### config.mk
export PLATFORM = sky130hd
export DESIGN_NAME = dmcp_mode_ctl
export DESIGN_NICKNAME = d
export VERILOG_FILES = /design/src/verilog/dmcp_mode_ctl.v
export VERILOG_INCLUDE_DIRS = /design/src /design/src/verilog
export SDC_FILE = /design/constraint.sdc
export NUM_CORES = 1
export LEC_CHECK = 0
export BUFFER_PORTS_ARGS = -buffer_cell sky130_fd_sc_hd__buf_4
export CAP_MARGIN = 20
export CORE_UTILIZATION = 55
export CTS_BUF_LIST = sky130_fd_sc_hd__clkbuf_2
export CTS_CLUSTER_DIAMETER = 50
export CTS_CLUSTER_SIZE = 20
export DETAILED_ROUTE_END_ITERATION = 7
export PLACE_DENSITY = 0.77
export SLEW_MARGIN = 20
export SYNTH_ARGS = -nofsm -noshare
export SYNTH_HDL_FRONTEND = slang
export SYNTH_SLANG_ARGS = --single-unit
### constraint.sdc
create_clock -name clk_i -period 2.31 [get_ports clk_i]
set_clock_uncertainty 0.1 [all_clocks]
set_input_delay 0.231 -clock clk_i [delete_from_list [all_inputs] [get_ports clk_i]]
set_output_delay 0.231 -clock clk_i [all_outputs]
set_load 0.005 [all_outputs]
### src/verilog/dmcp_defs.vh
`ifndef DMCP_DEFS_VH
`define DMCP_DEFS_VH

// ----------------------------------------
// Interface mode from strap
// ----------------------------------------
`define DMCP_MODE_I2C      2'h0
`define DMCP_MODE_HW_NAR   2'h1
`define DMCP_MODE_HW_WIDE  2'h2
`define DMCP_MODE_SPI      2'h3

// ----------------------------------------
// Audio format codes
// ----------------------------------------
`define DMCP_FMT_RJ24      2'h0
`define DMCP_FMT_I2S       2'h1
`define DMCP_FMT_LJ        2'h2
`define DMCP_FMT_TDM       2'h3

// ----------------------------------------
// Control word and register space
// ----------------------------------------
`define DMCP_WORD_BITS     5'h10
`define DMCP_WORD_MSB      15
`define DMCP_REG_LAST      7'h13
`define DMCP_SLV_ADDR_HI   6'h26
`define DMCP_SETTLE_LAST   2'h3
`define DMCP_PIN_IDLE      12'h00E

`endif

### src/verilog/dmcp_mode_ctl.v
`timescale 1ns/10ps
`default_nettype none
`include "dmcp_defs.vh"

module dmcp_mode_ctl (
	input  wire       clk_i,
	input  wire       resetn_i,
	input  wire       control_mode_strap_i,
	input  wire       strap_tied_i,
	input  wire       format_sel_lo_i,
	input  wire       format_sel_hi_i,
	input  wire       deemph_enable_pin_i,
	input  wire       mute_pin_i,
	input  wire       ctl_serial_in_i,
	input  wire       ctl_shift_clock_i,
	input  wire       ctl_select_n_i,
	input  wire       scl_i,
	input  wire       sda_i,
	input  wire       addr_sel_i,
	input  wire [7:0] reg_rd_data_i,
	output wire       sda_o,
	output wire       sda_oe_o,
	output reg        mode_valid_o,
	output reg  [1:0] ctl_mode_o,
	output reg        hw_wide_os_o,
	output reg  [1:0] hw_format_o,
	output reg        hw_deemph_o,
	output reg        hw_mute_o,
	output reg        reg_wr_o,
	output reg  [6:0] reg_wr_index_o,
	output reg  [7:0] reg_wr_data_o,
	output reg  [6:0] reg_rd_index_o
);

	// ----------------------------------------
	// Two-wire slave states
	// ----------------------------------------
	localparam [2:0] ST_IDLE = 3'h0;
	localparam [2:0] ST_RX   = 3'h1;
	localparam [2:0] ST_ACK  = 3'h2;
	localparam [2:0] ST_TX   = 3'h3;
	localparam [2:0] ST_MACK = 3'h4;

	localparam [1:0] PH_ADDR = 2'h0;
	localparam [1:0] PH_REG  = 2'h1;
	localparam [1:0] PH_DATA = 2'h2;

	localparam integer NPIN = 12;

	function index_defined;
		input [6:0] idx;
		begin
			index_defined = (idx <= `DMCP_REG_LAST);
		end
	endfunction

	// ----------------------------------------
	// Pin synchronisers
	// ----------------------------------------
	reg  [NPIN-1:0] pin_meta;
	reg  [NPIN-1:0] pin_sync;
	wire [NPIN-1:0] pin_raw;

	assign pin_raw = {control_mode_strap_i, strap_tied_i,
		format_sel_hi_i, format_sel_lo_i, deemph_enable_pin_i,
		mute_pin_i, ctl_serial_in_i, ctl_shift_clock_i,
		ctl_select_n_i, scl_i, sda_i, addr_sel_i};

	always @(posedge clk_i or negedge resetn_i) begin
		if (!resetn_i) begin
			pin_meta <= `DMCP_PIN_IDLE;
			pin_sync <= `DMCP_PIN_IDLE;
		end else begin
			pin_meta <= pin_raw;
			pin_sync <= pin_meta;
		end
	end

	wire s_strap  = pin_sync[11];
	wire s_tied   = pin_sync[10];
	wire s_fmt_hi = pin_sync[9];
	wire s_fmt_lo = pin_sync[8];
	wire s_deemph = pin_sync[7];
	wire s_mute   = pin_sync[6];
	wire s_mdata  = pin_sync[5];
	wire s_mclk   = pin_sync[4];
	wire s_control_mode_strap_n = pin_sync[3];
	wire s_scl    = pin_sync[2];
	wire s_sda    = pin_sync[1];
	wire s_adr    = pin_sync[0];

	// ----------------------------------------
	// Strap capture after reset release
	// ----------------------------------------
	reg [1:0] settle;

	always @(posedge clk_i or negedge resetn_i) begin
		if (!resetn_i) begin
			settle       <= 2'h0;
			mode_valid_o <= 1'b0;
			ctl_mode_o   <= `DMCP_MODE_I2C;
		end else if (!mode_valid_o) begin
			settle <= settle + 2'h1;
			if (settle == `DMCP_SETTLE_LAST) begin
				mode_valid_o <= 1'b1;
				case ({s_tied, s_strap})
				2'b10:   ctl_mode_o <= `DMCP_MODE_I2C;
				2'b11:   ctl_mode_o <= `DMCP_MODE_SPI;
				2'b01:   ctl_mode_o <= `DMCP_MODE_HW_WIDE;
				default: ctl_mode_o <= `DMCP_MODE_HW_NAR;
				endcase
			end
		end
	end

	wire hw_mode  = mode_valid_o &&
		(ctl_mode_o == `DMCP_MODE_HW_NAR ||
		ctl_mode_o == `DMCP_MODE_HW_WIDE);
	wire spi_mode = mode_valid_o && ctl_mode_o == `DMCP_MODE_SPI;
	wire i2c_mode = mode_valid_o && ctl_mode_o == `DMCP_MODE_I2C;

	// ----------------------------------------
	// Parallel hardware control
	// ----------------------------------------
	always @(posedge clk_i or negedge resetn_i) begin
		if (!resetn_i) begin
			hw_wide_os_o <= 1'b0;
			hw_format_o  <= `DMCP_FMT_RJ24;
			hw_deemph_o  <= 1'b0;
			hw_mute_o    <= 1'b0;
		end else begin
			hw_wide_os_o <= hw_mode &&
				ctl_mode_o == `DMCP_MODE_HW_WIDE;
			if (!hw_mode)
				hw_format_o <= `DMCP_FMT_RJ24;
			else begin
				case ({s_fmt_hi, s_fmt_lo})
				2'b00:   hw_format_o <= `DMCP_FMT_RJ24;
				2'b01:   hw_format_o <= `DMCP_FMT_I2S;
				2'b10:   hw_format_o <= `DMCP_FMT_LJ;
				default: hw_format_o <= `DMCP_FMT_TDM;
				endcase
			end
			hw_deemph_o <= hw_mode && s_deemph;
			hw_mute_o   <= hw_mode && s_mute;
		end
	end

	// ----------------------------------------
	// Three-wire write port
	// ----------------------------------------
	reg        mclk_d;
	reg        control_mode_strap_d;
	reg [15:0] spi_sr;
	reg [4:0]  spi_cnt;
	reg        spi_wr;

	wire mclk_rise = s_mclk && !mclk_d;
	wire control_mode_strap_rise = s_control_mode_strap_n && !control_mode_strap_d;

	always @(posedge clk_i or negedge resetn_i) begin
		if (!resetn_i) begin
			mclk_d  <= 1'b0;
			control_mode_strap_d  <= 1'b1;
			spi_sr  <= 16'h0000;
			spi_cnt <= 5'h00;
			spi_wr  <= 1'b0;
		end else begin
			mclk_d <= s_mclk;
			control_mode_strap_d <= s_control_mode_strap_n;
			spi_wr <= 1'b0;
			if (!spi_mode || s_control_mode_strap_n) begin
				spi_cnt <= 5'h00;
			end else if (mclk_rise) begin
				spi_sr <= {spi_sr[14:0], s_mdata};
				if (spi_cnt != 5'h1F)
					spi_cnt <= spi_cnt + 5'h01;
			end
			if (spi_mode && control_mode_strap_rise && spi_cnt == `DMCP_WORD_BITS &&
				!spi_sr[`DMCP_WORD_MSB] &&
				index_defined(spi_sr[14:8]))
				spi_wr <= 1'b1;
		end
	end

	// ----------------------------------------
	// Two-wire slave port
	// ----------------------------------------
	reg       scl_d;
	reg       sda_d;
	reg       sda_dd;
	reg [2:0] i2c_st;
	reg [1:0] phase;
	reg [3:0] bit_cnt;
	reg [7:0] i2c_sr;
	reg       rd_dir;
	reg       sda_drive;
	reg       i2c_wr;
	reg [7:0] i2c_wdata;

	wire scl_rise = s_scl && !scl_d;
	wire scl_fall = !s_scl && scl_d;
	// Sda edge taken a cycle late: sda moving a cycle before scl falls cannot fake start or stop
	wire i2c_start = s_scl && scl_d && !sda_d && sda_dd;
	wire i2c_stop  = s_scl && scl_d && sda_d && !sda_dd;
	wire addr_hit  = i2c_sr[7:1] == {`DMCP_SLV_ADDR_HI, s_adr};

	always @(posedge clk_i or negedge resetn_i) begin
		if (!resetn_i) begin
			scl_d          <= 1'b1;
			sda_d          <= 1'b1;
			sda_dd         <= 1'b1;
			i2c_st         <= ST_IDLE;
			phase          <= PH_ADDR;
			bit_cnt        <= 4'h0;
			i2c_sr         <= 8'h00;
			rd_dir         <= 1'b0;
			sda_drive      <= 1'b0;
			i2c_wr         <= 1'b0;
			i2c_wdata      <= 8'h00;
			reg_rd_index_o <= 7'h00;
		end else begin
			scl_d  <= s_scl;
			sda_d  <= s_sda;
			sda_dd <= sda_d;
			i2c_wr <= 1'b0;
			if (!i2c_mode || i2c_stop) begin
				i2c_st    <= ST_IDLE;
				sda_drive <= 1'b0;
			end else if (i2c_start) begin
				i2c_st    <= ST_RX;
				phase     <= PH_ADDR;
				bit_cnt   <= 4'h0;
				sda_drive <= 1'b0;
			end else begin
				case (i2c_st)
				ST_RX: begin
					if (scl_rise && bit_cnt != 4'h8) begin
						i2c_sr  <= {i2c_sr[6:0], s_sda};
						bit_cnt <= bit_cnt + 4'h1;
					end else if (scl_fall && bit_cnt == 4'h8) begin
						bit_cnt <= 4'h0;
						case (phase)
						PH_ADDR: begin
							if (addr_hit) begin
								rd_dir    <= i2c_sr[0];
								sda_drive <= 1'b1;
								i2c_st    <= ST_ACK;
							end else
								i2c_st <= ST_IDLE;
						end
						PH_REG: begin
							reg_rd_index_o <= i2c_sr[6:0];
							sda_drive      <= 1'b1;
							i2c_st         <= ST_ACK;
						end
						PH_DATA: begin
							i2c_wdata <= i2c_sr;
							i2c_wr    <= index_defined(reg_rd_index_o);
							sda_drive <= 1'b1;
							i2c_st    <= ST_ACK;
						end
						default: i2c_st <= ST_IDLE;
						endcase
					end
				end
				ST_ACK: begin
					if (scl_fall) begin
						if (phase == PH_ADDR && rd_dir) begin
							i2c_sr    <= reg_rd_data_i;
							sda_drive <= !reg_rd_data_i[7];
							bit_cnt   <= 4'h1;
							i2c_st    <= ST_TX;
						end else if (phase == PH_DATA) begin
							sda_drive <= 1'b0;
							i2c_st    <= ST_IDLE;
						end else begin
							sda_drive <= 1'b0;
							phase     <= phase + 2'h1;
							i2c_st    <= ST_RX;
						end
					end
				end
				ST_TX: begin
					if (scl_fall) begin
						if (bit_cnt == 4'h8) begin
							sda_drive <= 1'b0;
							i2c_st    <= ST_MACK;
						end else begin
							sda_drive <= !i2c_sr[3'h7 - bit_cnt[2:0]];
							bit_cnt   <= bit_cnt + 4'h1;
						end
					end
				end
				ST_MACK: begin
					if (scl_rise)
						i2c_st <= ST_IDLE;
				end
				default: begin
					sda_drive <= 1'b0;
					i2c_st    <= ST_IDLE;
				end
				endcase
			end
		end
	end

	// ----------------------------------------
	// Open-drain data pin
	// ----------------------------------------
	reg sda_release;

	always @(posedge clk_i or negedge resetn_i) begin
		if (!resetn_i)
			sda_release <= 1'b1;
		else
			sda_release <= !sda_drive;
	end

	assign sda_o    = 1'b0;
	assign sda_oe_o = sda_release;

	// ----------------------------------------
	// Register write output
	// ----------------------------------------
	always @(posedge clk_i or negedge resetn_i) begin
		if (!resetn_i) begin
			reg_wr_o       <= 1'b0;
			reg_wr_index_o <= 7'h00;
			reg_wr_data_o  <= 8'h00;
		end else begin
			reg_wr_o <= spi_wr || i2c_wr;
			if (spi_wr) begin
				reg_wr_index_o <= spi_sr[14:8];
				reg_wr_data_o  <= spi_sr[7:0];
			end else if (i2c_wr) begin
				reg_wr_index_o <= reg_rd_index_o;
				reg_wr_data_o  <= i2c_wdata;
			end
		end
	end

endmodule // dmcp_mode_ctl
`default_nettype wire
==> impl_results.md, run 1 <==
* Critical path depth at 6
* CP Class: reg -> reg
* Site Rows at 34
* Post-placement cell count at 558
* Die Width at 96.2 microns
* Post-Syn Instances at 393
* Via-to-Cell Ratio at 5.54
* Slowest stage delay, CP at 0.47 ns
* Post-Place Cell Area at 0.00549 sq mm
* Crit path DAT at 2.67 ns
* CP required at 2.78 ns
* DRT antenna net count at 0
* Ys async rst share at 1.00
* Syn Nets at 431
* Met2 Use GR at 0.372
* Main area contributors after synthesis: dfrtp_1, mux2_2, dfstp_2
* Max Cap Viol at 0
* Max VDD drop at 0.000521 V
* GRT met3 Usage at 0.0553
* Initial antenna violation count at 0
* Routed WL at 9.97 mm
* Port buffer count at 53
* Final count of negative-setup-slack endpoints at 0
* Synth Cell Area at 0.00488 sq mm
* Final Critical Period at 2.20 ns
* Final-layout fill cell count at 636
* Period utilisation layout at 0.952
* IO Pins at 55
* Max Freq at 455 MHz
* CP max FO at 4
* Final max-slew violation count at 0
* Synth Area in Compound Gates at 0.0718
* Pre-antenna DRT Iters at 4
* CTS Buffer Depth at 2
* Global Route Usage Sum at 0.240
* Worst hold path class: in -> async
* Post-synth EDFFs at 0
* Die ar. at 0.00926 sq mm
* Final net count at 530
* Vias in the first global route at 3,385
* Initial drt markers at 207
* Crit path max-delay family: simple AND/OR/NAND/NOR gates
* Area leader, netlist: dfrtp_1
* Top Usage Layer GRT: met2
* DR DRC count at 0
* Syn Area/Cell at 12.4 sq um
* Synthesis Warnings at 0
* Cell Chain, Critical Path: inv_1 > ha_1 > nand4bb_1 > nor4_2 > and2_1 > mux2_2
* Most common cell after layout, fill and taps aside: dfrtp_1
* Layout area overhead at 22.8%
* GRT overflow at 0
* R2r endpoint: rd_dir$_DFFE_PN0P_
* Synth Area in Adders at 0.0410
* GP Congestion at 0.847
* ANT cells at 0
* Util after Layout at 0.694
* Worst path bufs/invs at 1
* TritonCTS clock tree: built
* Post-synth cell types at 52
* Multiplexer area fraction after synthesis at 0.149
* FF-to-FF setup slack at 0.11 ns
* Largest family of logic cells by synthesized area: multiplexers
* Largest net degree at the start of global routing at 53
* Die Y at 96.2 microns
* Met1 Use GR at 0.321
* Routed len/inst at 16.3 microns
* Clk slew on worst S/H paths at 0.21 ns
* Final instance area at 0.00600 sq mm
* Worst-Margin Slew at 0.864 ns
* Max_slew headroom at 0.424
* Skew-Pair Late Insertion Delay at 0.67 ns
* Share of the synthesized area in the top cell type at 0.523
* Reg2reg start: phase[0]$_DFFE_PN0P_
* Sequential area share after synthesis at 0.582
* Number of synthesized register bits at 113
* Most used DFF post-synth: dfrtp_1
* DP HPWL at 6.75 mm
* Worst path slowest cell: nor4_2
* R2R depth at 6
* Post-Synth Simple-Gate Area at 0.118
* Global-route wire length before repair at 16.1 mm
* CP Capture Type: flip-flop
* Most frequent cells in the layout: dfrtp_1, buf_4, nand2_1, mux2_2, mux2i_1
* P per Cell Area at 628 mW/mm^2
* Final cell count without fillers at 613
* # H-tree levels at 4
* Status: finished, final reports clean
* Layout cells sized above 1 at 0.323
* Sinks on Clock Net at 113
* Final hold vios at 0
* TritonCTS buffer count at 17
* RSZ-0062 raised after global routing: no
* XOR/XNOR Fraction of Synth Area at 0.0108
* Leak Pwr at 0.00286 uW
* Clk root buf: clkbuf_2
* Startpoint Class: flip-flop
* Setup total negative slack at 0 ns
* Std-Cell Core Area at 0.00864 sq mm
* Starting Density at 0.565
* Routed via count at 3,395
layer usage:
layer	part of all wire	up-vias
met1	0.44	1686
met5	0	-
li1	-	1598
met2	0.48	89
met4	0.024	0
met3	0.049	22
Yosys cell counts (all sizes together) (2+ instances only):
cell,instances
mux2i,28
o311ai,2
a31oi,2
o211ai,2
ha,16
or3b,2
dfrtp,102
nand4,4
clkbuf,6
or4,3
mux2,35
or3,2
inv,13
nand2b,5
nand4b,4
nor4,2
nand2,35
o31ai,7
nor2,19
nand3b,3
xnor2,2
a21boi,2
and3,6
nor2b,3
nor3,6
a21oi,7
mux4,2
dfstp,11
buf,9
or2,3
xor2,4
o21ai,30
nand3,3
logic make-up (layout without fill, tap and decap cells):
kind of cell | count (synthesis) | count (layout)
AND/OR/NAND/NOR | 107 | 107
adder cells (fa/ha/maj) | 16 | 16
AO/OA/AOI/OAI | 57 | 57
buffers and inverters | 28 | 140
XOR/XNOR | 6 | 6
other | 1 | 1
multiplexers | 65 | 65
flip-flops | 113 | 113
state kept, by name, summed over array words and instances (netlist names), 4 cells and up:
| register | cells |
|---|---|
| bit_cnt | 4 |
| i2c_sr | 8 |
| i2c_wdata | 8 |
| pin_meta | 12 |
| pin_sync | 12 |
| reg_rd_index_o | 7 |
| reg_wr_data_o | 8 |
| reg_wr_index_o | 7 |
| spi_cnt | 5 |
| spi_sr | 16 |
worst max path at each step:
stage                                start                endpoint
finish                phase[0]$_DFFE_PN0P_      rd_dir$_DFFE_PN0P_
CTS                 bit_cnt[1]$_DFFE_PN0P_  bit_cnt[2]$_DFFE_PN0P_
detailed placement  bit_cnt[1]$_DFFE_PN0P_  bit_cnt[3]$_DFFE_PN0P_
floorplan           bit_cnt[0]$_DFFE_PN0P_  bit_cnt[2]$_DFFE_PN0P_
global placement    bit_cnt[1]$_DFFE_PN0P_  bit_cnt[2]$_DFFE_PN0P_
global route          phase[0]$_DFFE_PN0P_      rd_dir$_DFFE_PN0P_
where the power goes:
part           total, uW  leakage (uW)  switching, uW  internal [uW]
logic                273       0.00127            134            140
clock network       1400      0.000154            867            531
registers           2090       0.00144           40.5           2050
cell type report:
cell class | count | area, sq um | area share
repair buffers | 95 | 791 | 0.132
well taps | 108 | 135 | 0.0225
inverters | 13 | 48.8 | 0.00814
clock buffers | 17 | 85.1 | 0.0142
flip-flops and latches | 113 | 2840 | 0.474
clock inverters | 15 | 174 | 0.0290
multi-input cells | 252 | 1920 | 0.320
what timing repair did:
item                                   in CTS  in global routing
setup endpoints to repair                   0                  4
gates resized for setup                     0                  3
endpoints found under the hold margin     133                  0
hold buffers                               22                  0
setup buffers                               0                  1
stage by stage:
| step | hold WS [ns] | worst slack, ns | power (uW) |
|---|---|---|---|
| floorplan | -0.165 | 0.245 | 2220 |
| global placement | 0.144 | 0.203 | 2360 |
| detailed placement | 0.147 | 0.0965 | 2370 |
| CTS | 0.0145 | 0.0614 | 3790 |
| global route | 0.0171 | 0.00297 | 3910 |
| finish | 0.0404 | 0.110 | 3760 |
No activity file was read; power rests on OpenSTA's default activity.
==> inputs of run 2 (changes only) <==
--- a/config.mk
+++ b/config.mk
@@ -13,8 +13,10 @@
 export CTS_CLUSTER_DIAMETER = 50
 export CTS_CLUSTER_SIZE = 20
 export DETAILED_ROUTE_END_ITERATION = 7
+export MAX_ROUTING_LAYER = met4
 export PLACE_DENSITY = 0.77
 export SLEW_MARGIN = 20
 export SYNTH_ARGS = -nofsm -noshare
 export SYNTH_HDL_FRONTEND = slang
 export SYNTH_SLANG_ARGS = --single-unit
+export TNS_END_PERCENT = 20
==> impl_results.md, run 2 (synthesized netlist as in run 1, its figures left out) <==
* Largest register FFs at 16
* Util after Layout at 0.692
* Clk slew on worst S/H paths at 0.18 ns
* Final max-slew violation count at 0
* Max Cap Viol at 0
* Worst hold path class: in -> async
* Reg area at 0.00284 sq mm
* Initial drt markers at 193
* Final count of negative-setup-slack endpoints at 0
* Top reg by flops: spi_sr
* Final hold vios at 0
* Pre-antenna DRT Iters at 4
* Std-Cell Core Area at 0.00864 sq mm
* Final net count at 529
* Die ar. at 0.00926 sq mm
* CP startpoint: bit_cnt[1]$_DFFE_PN0P_
* TritonCTS buffer count at 17
* Initial antenna violation count at 0
* Via-to-Cell Ratio at 5.50
* Skew-Pair Late Insertion Delay at 0.64 ns
* TritonCTS clock tree: built
* Largest net degree at the start of global routing at 54
* DR DRC count at 0
* Clk root buf: clkbuf_2
* Leak Pwr at 0.00285 uW
* Startpoint Class: flip-flop
* Max VDD drop at 0.000446 V
* ANT cells at 0
* Most common cell after layout, fill and taps aside: dfrtp_1
* Global-route wire length before repair at 16.6 mm
* GRT overflow at 0
* Vias in the first global route at 3,473
* Status: finished, final reports clean
* Starting Density at 0.565
* Crit path DAT at 2.61 ns
* # H-tree levels at 4
* Routed len/inst at 16.4 microns
* Layout area overhead at 22.4%
* Site Rows at 34
* Global Route Usage Sum at 0.254
* CP Capture Type: flip-flop
* RSZ-0062 raised after global routing: yes
* GP Congestion at 0.860
* DRT antenna net count at 0
* Routed via count at 3,365
* Routed WL at 10.0 mm
* Final Critical Period at 2.16 ns
* Layout cells sized above 1 at 0.319
* Sinks on Clock Net at 113
* WHS at 0.0912 ns
* CP max FO at 8
* FF-to-FF setup slack at 0.15 ns
* P per Cell Area at 623 mW/mm^2
* CTS Buffer Depth at 2
* CP required at 2.76 ns
* Die Width at 96.2 microns
* Max Freq at 463 MHz
* IO Pins at 55
* Port buffer count at 53
* Worst-Margin Slew at 0.870 ns
* Die Y at 96.2 microns
* DP HPWL at 6.74 mm
* Area of the multi-input gates at 0.00192 sq mm
* Post-CTS setup buffers at 0
* Period utilisation layout at 0.934
* Reg2reg start: bit_cnt[1]$_DFFE_PN0P_
* Biggest regs: spi_sr: 16 flops, pin_meta: 12 flops, pin_sync: 12 flops
* Most frequent cells in the layout: dfrtp_1, buf_4, nand2_1, mux2_2, mux2i_1
* Max_slew headroom at 0.420
* Final-layout fill cell count at 632
* CP Class: reg -> reg
[run 2: changes by cell type in the layout (fill, tap and decap cells not counted), moves of 2 or more]
| cell | before | now |
|---|---|---|
| inv_6 | 4 | 0 |
| clkinv_4 | 5 | 2 |
| clkbuf_2 | 17 | 21 |
| clkinv_1 | 0 | 2 |
| inv_8 | 2 | 0 |
[run 2: metrics by stage]
step | cells | power (uW) | setup WS (ns) | TNS (ns) | cell area, sq um
finish | 612 | 3720 | 0.152 | 0 | 5980
global route | 612 | 3870 | -0.00736 | -0.00736 | 5980
CTS | 612 | 3750 | 0.0818 | 0 | 5960
detailed placement | 558 | 2370 | 0.134 | 0 | 5490
global placement | 558 | 2360 | 0.201 | 0 | 5490
floorplan | 393 | 2220 | 0.245 | 0 | 4880
[run 2: final timing paths]
check / endpoint / cells past startpoint
worst max-delay path: bit_cnt[3]$_DFFE_PN0P_ / 7
worst min-delay path: pin_meta[3]$_DFF_PN1_ / 2
worst max register to register: bit_cnt[3]$_DFFE_PN0P_ / 7
worst min register to register: pin_sync[1]$_DFF_PN1_ / 0
max in group asynchronous: control_mode_strap_d$_DFF_PN1_ / 3
min in group clk_i: pin_meta[11]$_DFF_PN0_ / 2
[run 2: worst max-delay path, stage by stage, from the launching register on]
cell,delay (ns)
dfrtp_2,0.43
inv_1,0.08
ha_1,0.20
and3b_2,0.28
o31ai_2,0.26
nand2_1,0.14
or4_1,0.51
o221ai_1,0.10
[run 2: layout make-up]
class	count	share of cell area
multi-input combinational	252	0.321
timing repair buffer	94	0.131
inverter	13	0.00817
tap	108	0.0226
sequential	113	0.476
clock inverter	11	0.0235
clock buffer	21	0.0176
[run 2: where the power goes]
group / leakage (uW) / switching, uW / internal [uW] / total, uW
Clock: 0.000149 / 746 / 613 / 1360
Combinational: 0.00127 / 133 / 139 / 272
Sequential: 0.00144 / 41.3 / 2050 / 2090
Total: 0.00285 / 920 / 2800 / 3720
[run 2: metal layers]
metal | global-route usage | routed length [microns] | up-vias
met5 | - | 0 | -
met4 | 0.104 | 171 | 0
met3 | 0.0561 | 452 | 17
met2 | 0.400 | 4980 | 81
met1 | 0.318 | 4420 | 1675
li1 | - | - | 1592
[run 2: timing repair]
action | 4_1_cts | 5_1_grt
hold buffers | 22 | 0
setup endpoints to repair | 0 | 3
endpoints found under the hold margin | 133 | 0
gates resized for setup | 0 | 4
